`config.mk`:
```
export PLATFORM = sky130hd
export DESIGN_NAME = nv_sram_host
export DESIGN_NICKNAME = d
export VERILOG_FILES = /design/src/rtl/nv_host_pkg.sv /design/src/rtl/nv_cycle_timer.sv /design/src/rtl/nv_sram_host.sv
export SDC_FILE = /design/constraint.sdc
export NUM_CORES = 1
export LEC_CHECK = 0
export ABC_AREA = 1
export CORE_ASPECT_RATIO = 0.8
export CORE_UTILIZATION = 34
export CTS_CLUSTER_DIAMETER = 30
export DETAILED_ROUTE_END_ITERATION = 16
export DONT_BUFFER_PORTS = 1
export PLACE_DENSITY = 0.57
export SETUP_SLACK_MARGIN = 0.02
export SYNTH_ARGS = -nofsm -noshare
export SYNTH_HDL_FRONTEND = slang
export SYNTH_SLANG_ARGS = --single-unit
```
`constraint.sdc`:
```
create_clock -name clk -period 1.55 [get_ports clk]
set_input_delay 0.31 -clock clk [delete_from_list [all_inputs] [get_ports clk]]
set_output_delay 0.31 -clock clk [all_outputs]
set_load 0.005 [all_outputs]
```
`src/rtl/nv_host_pkg.sv`:
```
// Constants for the nonvolatile SRAM host controller.
// Assumes a 10 MHz clk; all times below are converted to cycle counts.
package nv_host_pkg;
   localparam int CLK_HZ = 10_000_000;
   localparam int ADDR_W = 13;
   localparam int DATA_W = 8;
   localparam int MEM_BYTES = 8192;
   // Times in their own units
   localparam int INITIATION_MIN_TIME_NS = 20;
   localparam int STORE_TIME_MS = 10;
   localparam int RECALL_DURATION_US = 20;
   localparam int POWERUP_RECALL_TIME_US = 550;
   localparam int ACCESS_TIME_NS = 55;
   localparam int WRITE_PULSE_NS = 45;
   localparam int WRITE_OUTPUT_OFF_DELAY_NS = 15;
   // Cycle counts: least times round up
   localparam int INIT_CYC = (INITIATION_MIN_TIME_NS * (CLK_HZ / 1_000_000) + 999) / 1000 < 1 ? 1 :
      (INITIATION_MIN_TIME_NS * (CLK_HZ / 1_000_000) + 999) / 1000;
   localparam int STORE_CYC = STORE_TIME_MS * (CLK_HZ / 1000);
   localparam int RECALL_CYC = RECALL_DURATION_US * (CLK_HZ / 1_000_000);
   localparam int POWERUP_CYC = POWERUP_RECALL_TIME_US * (CLK_HZ / 1_000_000);
   localparam int ACCESS_CYC = (ACCESS_TIME_NS * (CLK_HZ / 1_000_000) + 999) / 1000;
   localparam int WPULSE_CYC = (WRITE_PULSE_NS * (CLK_HZ / 1_000_000) + 999) / 1000;
   localparam int WOFF_CYC = (WRITE_OUTPUT_OFF_DELAY_NS * (CLK_HZ / 1_000_000) + 999) / 1000;
   localparam int CNT_W = 24;
   // Commands
   localparam logic [1:0] CMD_READ = 2'h0;
   localparam logic [1:0] CMD_WRITE = 2'h1;
   localparam logic [1:0] CMD_STORE = 2'h2;
   localparam logic [1:0] CMD_RECALL = 2'h3;
endpackage

```
`src/rtl/nv_cycle_timer.sv`:
```
// Down counter used to time each bus phase.
// Assumes one clock domain shared with the controller.
`timescale 1ns/10ps
`default_nettype none
module nv_cycle_timer #(
   parameter int W = 24
) (
   input wire logic clk,
   input wire logic rst_n,
   input wire logic ce,
   input wire logic load,
   input wire logic [W-1:0] value,
   output logic done
);
   logic [W-1:0] cnt_q;
   always_ff @(posedge clk) begin
      if (!rst_n) begin
         cnt_q <= '0;
      end else if (ce) begin
         if (load) begin
            cnt_q <= value;
         end else if (cnt_q != '0) begin
            cnt_q <= cnt_q - 1'b1;
         end
      end
   end
   assign done = (cnt_q == '0);
endmodule // nv_cycle_timer
`default_nettype wire

```
`src/rtl/nv_sram_host.sv`:
```
// Host controller driving a nonvolatile SRAM over its parallel pins.
// Assumes the memory pins are wired directly; data_pins resolved by the bench.
`timescale 1ns/10ps
`default_nettype none
// Overview of operation
// - Address held stable from before write start until write enable rises.
// - Output enable kept high for the whole write.
// - STORE: output enable high and write enable low first, chip select falls last.
// - STORE condition held at least 20 ns then released.
// - RECALL condition held at least 20 ns then released.
// - No access for 550 us after reset release.
// - Write enable and chip select held high during the power-up wait.
module nv_sram_host #(
   parameter int POWERUP_CYCLES = nv_host_pkg::POWERUP_CYC,
   parameter int STORE_CYCLES = nv_host_pkg::STORE_CYC
) (
   input wire logic clk,
   input wire logic rst_n,
   input wire logic ce,
   input wire logic req_valid,
   input wire logic [1:0] req_cmd,
   input wire logic [nv_host_pkg::ADDR_W-1:0] req_addr,
   input wire logic [nv_host_pkg::DATA_W-1:0] req_wdata,
   input wire logic supply_low,
   output logic req_ready,
   output logic rsp_valid,
   output logic [nv_host_pkg::DATA_W-1:0] rsp_rdata,
   output logic rsp_refused,
   output logic chip_sel_n,
   output logic out_en_n,
   output logic write_en_n,
   output logic shadow_transfer_n,
   output logic [nv_host_pkg::ADDR_W-1:0] address_pins,
   output logic [nv_host_pkg::DATA_W-1:0] data_pins_out,
   output logic data_pins_oe,
   input wire logic [nv_host_pkg::DATA_W-1:0] data_pins_in
);
   // ------------------------------------------------------------
   // Types and state
   // ------------------------------------------------------------
   typedef enum logic [3:0] {
      ST_POWERUP = 4'h0,
      ST_IDLE = 4'h1,
      ST_RD_SETUP = 4'h2,
      ST_RD_WAIT = 4'h3,
      ST_WR_SETUP = 4'h4,
      ST_WR_PULSE = 4'h5,
      ST_WR_END = 4'h6,
      ST_XF_SETUP = 4'h7,
      ST_XF_INIT = 4'h8,
      ST_XF_WAIT = 4'h9,
      ST_DONE = 4'hA,
      ST_XF_ARM = 4'hB
   } state_e;

   localparam int CW = nv_host_pkg::CNT_W;

   state_e state_q;
   logic is_store_q;
   logic [nv_host_pkg::DATA_W-1:0] rd_sync1_q;
   logic [nv_host_pkg::DATA_W-1:0] rd_sync2_q;
   logic [1:0] sup_sync_q;
   logic t_load;
   logic [CW-1:0] t_value;
   logic t_done;
   logic pu_loaded_q;

   function automatic logic [CW-1:0] cyc(input int n);
      cyc = CW'(n < 1 ? 1 : n);
   endfunction

   // ------------------------------------------------------------
   // Input synchronisers
   // ------------------------------------------------------------
   always_ff @(posedge clk) begin
      if (!rst_n) begin
         rd_sync1_q <= '0;
         rd_sync2_q <= '0;
         sup_sync_q <= 2'h3;
      end else if (ce) begin
         rd_sync1_q <= data_pins_in;
         rd_sync2_q <= rd_sync1_q;
         sup_sync_q <= {sup_sync_q[0], supply_low};
      end
   end

   // ------------------------------------------------------------
   // Phase timer
   // ------------------------------------------------------------
   nv_cycle_timer #(.W(CW)) u_timer (
      .clk(clk),
      .rst_n(rst_n),
      .ce(ce),
      .load(t_load),
      .value(t_value),
      .done(t_done)
   );

   always_comb begin
      t_load = 1'b0;
      t_value = '0;
      if (state_q == ST_POWERUP) begin
         if (!pu_loaded_q) begin
            t_load = 1'b1;
            t_value = cyc(POWERUP_CYCLES);
         end
      end else begin
         case (state_q)
            ST_RD_SETUP: begin
               t_load = 1'b1;
               t_value = cyc(nv_host_pkg::ACCESS_CYC + 2);
            end
            ST_WR_SETUP: begin
               t_load = 1'b1;
               t_value = cyc(nv_host_pkg::WPULSE_CYC);
            end
            ST_XF_ARM: begin
               t_load = 1'b1;
               t_value = cyc(nv_host_pkg::INIT_CYC);
            end
            ST_XF_INIT: begin
               if (t_done) begin
                  t_load = 1'b1;
                  t_value = is_store_q ? cyc(STORE_CYCLES)
                     : cyc(nv_host_pkg::RECALL_CYC);
               end
            end
            default: t_load = 1'b0;
         endcase
      end
   end

   // ------------------------------------------------------------
   // Sequencer
   // ------------------------------------------------------------
   always_ff @(posedge clk) begin
      if (!rst_n) begin
         pu_loaded_q <= 1'b0;
      end else if (ce) begin
         pu_loaded_q <= 1'b1;
      end
   end

   always_ff @(posedge clk) begin
      if (!rst_n) begin
         state_q <= ST_POWERUP;
         is_store_q <= 1'b0;
         req_ready <= 1'b0;
         rsp_valid <= 1'b0;
         rsp_refused <= 1'b0;
         rsp_rdata <= '0;
         chip_sel_n <= 1'b1;
         out_en_n <= 1'b1;
         write_en_n <= 1'b1;
         shadow_transfer_n <= 1'b1;
         address_pins <= '0;
         data_pins_out <= '0;
         data_pins_oe <= 1'b0;
      end else if (ce) begin
         rsp_valid <= 1'b0;
         rsp_refused <= 1'b0;
         case (state_q)
            ST_POWERUP: begin
               if (pu_loaded_q && t_done) begin
                  state_q <= ST_IDLE;
                  req_ready <= 1'b1;
               end
            end
            ST_IDLE: begin
               chip_sel_n <= 1'b1;
               out_en_n <= 1'b1;
               write_en_n <= 1'b1;
               shadow_transfer_n <= 1'b1;
               data_pins_oe <= 1'b0;
               if (req_valid) begin
                  req_ready <= 1'b0;
                  address_pins <= req_addr;
                  data_pins_out <= req_wdata;
                  case (req_cmd)
                     nv_host_pkg::CMD_READ: state_q <= ST_RD_SETUP;
                     nv_host_pkg::CMD_WRITE: state_q <= ST_WR_SETUP;
                     nv_host_pkg::CMD_STORE: begin
                        if (sup_sync_q[1]) begin
                           rsp_valid <= 1'b1;
                           rsp_refused <= 1'b1;
                           state_q <= ST_DONE;
                        end else begin
                           is_store_q <= 1'b1;
                           state_q <= ST_XF_SETUP;
                        end
                     end
                     default: begin
                        is_store_q <= 1'b0;
                        state_q <= ST_XF_SETUP;
                     end
                  endcase
               end
            end
            ST_RD_SETUP: begin
               chip_sel_n <= 1'b0;
               out_en_n <= 1'b0;
               state_q <= ST_RD_WAIT;
            end
            ST_RD_WAIT: begin
               if (t_done) begin
                  rsp_rdata <= rd_sync2_q;
                  rsp_valid <= 1'b1;
                  chip_sel_n <= 1'b1;
                  out_en_n <= 1'b1;
                  state_q <= ST_DONE;
               end
            end
            ST_WR_SETUP: begin
               out_en_n <= 1'b1;
               data_pins_oe <= 1'b1;
               chip_sel_n <= 1'b0;
               write_en_n <= 1'b0;
               state_q <= ST_WR_PULSE;
            end
            ST_WR_PULSE: begin
               if (t_done) begin
                  write_en_n <= 1'b1;
                  state_q <= ST_WR_END;
               end
            end
            ST_WR_END: begin
               chip_sel_n <= 1'b1;
               data_pins_oe <= 1'b0;
               rsp_valid <= 1'b1;
               state_q <= ST_DONE;
            end
            ST_XF_SETUP: begin
               // Level pins first with chip select still high
               shadow_transfer_n <= 1'b0;
               out_en_n <= is_store_q;
               write_en_n <= !is_store_q;
               state_q <= ST_XF_ARM;
            end
            ST_XF_ARM: begin
               // Chip select falls last, giving the one fresh transition
               chip_sel_n <= 1'b0;
               state_q <= ST_XF_INIT;
            end
            ST_XF_INIT: begin
               if (t_done) begin
                  chip_sel_n <= 1'b1;
                  write_en_n <= 1'b1;
                  out_en_n <= 1'b1;
                  shadow_transfer_n <= 1'b1;
                  state_q <= ST_XF_WAIT;
               end
            end
            ST_XF_WAIT: begin
               data_pins_oe <= 1'b0;
               if (t_done) begin
                  rsp_valid <= 1'b1;
                  state_q <= ST_DONE;
               end
            end
            ST_DONE: begin
               req_ready <= 1'b1;
               state_q <= ST_IDLE;
            end
            default: state_q <= ST_IDLE;
         endcase
      end
   end

endmodule // nv_sram_host
`default_nettype wire

```
==> flow_summary.yaml <==
min_path:
  hold_class: "input pin to flip-flop"
grt:
  grt.overflow.total: 0
  gr-usage-all-layers_pct: 21.2
  grt_pass1_wl_um: 21900
  antenna_found_initial: 0
  grt_pass1_vias: 4356
  grt_max_degree: 60
run_status:
  status: "finished with violations"
  violations: "setup timing"
final_layout:
  final_cells: 968
  fin_area_sq_um: 6240
  drive_above_1_share_pct: 30.5
  area_delta_synth_final_pct: 42.7
  antenna_cells: 0
  fin_nets: 830
sta:
  maxSlewViolCount: 0
  hold_slack_ns: 0.0571
  worstMarginPinSlew_ns: 0.382
  fin_skew_ns: 0.00688
  setup_slack_ns: -0.164
  post-route-period-util_pct: 111
  fmax_ghz: 0.583
  hold_viol: 0
  rsz0062_at_grt: "true"
  fin_tns_setup_ns: -4.30
  relSlewSlack_pct: 74.5
  period_needed_ns: 1.71
  setup_viol: 41
logic_synthesis:
  synth-edff-count: 0
  yosys_warnings: 0
  synthArstFlopShare_pct: 0
  syn_area_per_cell_sq_um: 6.33
  yosysUniqueCellTypes: 29
  syn-num-nets: 729
  syn-instance-count: 691
  synth_seq_area_share_pct: 38.9
  yosys_register_bits: 85
  synthFlopType: "dfxtp_1"
  syn-cell-area_sq_um: 4370
setup_path:
  cp_data_arrival_time_ns: 1.96
  end_kind: "flip-flop"
  path_buf_inv: 3
  path_class: "flip-flop to flip-flop"
  cpMaxStageDelayCell: "dfxtp_2"
  crit_chain: "inv_4, ha_4, nand2_4, nor2_4, nand2_2, nor2_4, nand3_4, nand2_8, buf_12, buf_12, nand2_1, nand2_1, nor2_1"
  cp_slowest_stage_delay_ns: 0.34
  critPathLaunch: "u_timer.cnt_q[1]"
  worstPathRequired_ns: 1.80
  crit_family: "simple AND/OR/NAND/NOR gates"
  regToRegSetupSlack_ns: -0.16
  rr_startpoint: "u_timer.cnt_q[1]"
  crit_cells: 13
  start_kind: "flip-flop"
  cp-endpoint: "u_timer.cnt_q[0]"
  path_max_fanout: 9
  reg2regPathDepth: 13
  r2r_end: "u_timer.cnt_q[0]"
placement:
  io_buffer_count: 0
  hpwl_um: 9670
  dpl_cell_area_sq_um: 5230
  placed_cells: 928
  gp_congestion: 0.884
detailed_routing:
  routedWlPerCell_um: 14.9
  wl_um: 14400
  first_pass_iters: 7
  drc_errors: 0
  vias_per_cell: 4.98
  via_count: 4825
  drt_iter0_drc: 337
  ant_nets: 0
pwr:
  p_leak_uw: 0.00288
  pwr_density_cell_nw_per_um2: 1320
  peakVddDrop_uv: 566
floorplanning:
  core_sq_um: 12300
  die-height_um: 103
  die_w_um: 129
  start_util_pct: 35.4
  num_rows: 36
  fp.dieArea_sq_um: 13300
  io-pin-count: 73
clock_network:
  cts_sinks: 85
  clk_latency_ns: 0.36
  cts_made_buffers: 9
  cts.clk_slew.worst_paths_ns: 0.07
  clockBufferDepth: 2
  cts_root_buf: "clkbuf_16"
  cts_max_level: 3
  cts_tree: "yes"
flow_run:
  maxCapViolCount: 0
[cells in the final DEF, fill, tap and decap left out, types with 2 or more instances in the layout]
| master | synthesis | routed |
|---|---|---|
| dfxtp_1 | 85 | 72 |
| inv_2 | 3 | 5 |
| nand3_2 | 1 | 5 |
| nor3_4 | 0 | 2 |
| nor2_2 | 7 | 21 |
| buf_4 | 0 | 98 |
| nand3_1 | 66 | 59 |
| nor3_1 | 7 | 6 |
| o21ai_0 | 40 | 33 |
| o21ai_1 | 0 | 4 |
| inv_6 | 0 | 3 |
| nor2_1 | 166 | 135 |
| dfxtp_2 | 0 | 9 |
| o21ai_2 | 0 | 3 |
| a21oi_1 | 38 | 32 |
| buf_16 | 0 | 2 |
| ha_4 | 0 | 2 |
| nand2_4 | 0 | 5 |
| a21oi_2 | 0 | 5 |
| buf_6 | 3 | 7 |
| buf_12 | 0 | 6 |
| nand2_1 | 169 | 146 |
| nand2_2 | 5 | 23 |
| dfxtp_4 | 0 | 4 |
| xor2_1 | 8 | 8 |
| nand4_1 | 7 | 7 |
| nand3_4 | 1 | 4 |
| nor2_4 | 2 | 19 |
| clkbuf_16 | 0 | 10 |
| clkinv_8 | 0 | 3 |
| inv_1 | 49 | 46 |
[synth_stat cells (3+ instances only)]
cell / count / area (sq um)
nand2_1: 169 / 634
dfxtp_1: 85 / 1700
nor2_2: 7 / 43.8
nand2_2: 5 / 31.3
nand4_1: 7 / 43.8
clkbuf_1: 16 / 60.1
a21oi_1: 38 / 190
nor3_1: 7 / 35.0
inv_1: 49 / 184
nand3_1: 66 / 330
xor2_1: 8 / 70.1
nor2_1: 166 / 623
buf_6: 3 / 33.8
o21ai_0: 40 / 200
buf_2: 6 / 30.0
inv_2: 3 / 11.3
[layout make-up]
| type | instances | area, sq um |
|---|---|---|
| Tap cell | 171 | 214 |
| Inverter | 54 | 210 |
| Clock inverter | 7 | 86.3 |
| Fill cell | 1190 | 6100 |
| Sequential cell | 85 | 1730 |
| Timing Repair Buffer | 114 | 1010 |
| Multi-Input combinational cell | 528 | 2760 |
| Clock buffer | 9 | 225 |
[how the worst min path moves through the flow]
stage	cells past startpoint	startpoint	endpoint
3_3_place_gp	1	rst_n	sup_sync_q[0]
6_report	1	ce	rsp_refused
4_1_cts	1	rst_n	sup_sync_q[0]
2_1_floorplan	2	sup_sync_q[0]	sup_sync_q[0]
5_1_grt	1	rst_n	sup_sync_q[0]
3_5_place_dp	1	rst_n	sup_sync_q[0]
[sequential cells by signal, indices dropped and copies added (netlist names)]
register / flops
rsp_refused: 1
state_q: 4
sup_sync_q: 2
data_pins_out: 8
rsp_rdata: 8
address_pins: 13
rsp_valid: 1
data_pins_oe: 1
is_store_q: 1
rd_sync2_q: 8
chip_sel_n: 1
write_en_n: 1
pu_loaded_q: 1
rd_sync1_q: 8
req_ready: 1
u_timer.cnt_q: 24
out_en_n: 1
shadow_transfer_n: 1
[power by group]
part / internal, uW / total, uW / switching (uW)
Clock: 1160 / 2230 / 1070
Sequential: 2380 / 2580 / 199
Combinational: 1490 / 3400 / 1910
[logic make-up after synthesis]
kind of cell | after synthesis | synth area share, %
buf+inv | 79 | 7.47
simple gates | 435 | 41.8
flops | 85 | 38.9
xor+xnor | 8 | 1.60
fa+ha+maj | 2 | 0.572
compound gates | 82 | 9.67
[metrics by stage]
stage                     setup WS, ns  util [%]  power (uW)
after floorplan                0.00618         -        4090
after global placement          -0.250      42.4        5180
after detailed placement        -0.286      42.4        5200
after CTS                       -0.138      47.9        7730
after global routing            -0.271      50.5        8650
final                           -0.164      50.5        8210
[routing by layer]
| metal | share of wire, % | global-route usage (%) |
|---|---|---|
| met3 | 6.1 | 5.30 |
| met1 | 48 | 30.4 |
| met4 | 1.6 | 5.61 |
| met2 | 45 | 31.5 |
| met5 | 0 | 0 |
[timing repair]
| item | CTS | global route |
|---|---|---|
| hold buffers | 0 | 0 |
| cloned | 3 | 2 |
| pin swaps | 17 | 25 |
| endpoints found under the setup margin | 40 | 64 |
| endpoints found under the hold margin | 0 | 0 |
| resized for setup | 44 | 79 |
| setup buffers | 14 | 7 |
No activity file was read; power rests on OpenSTA's default activity.
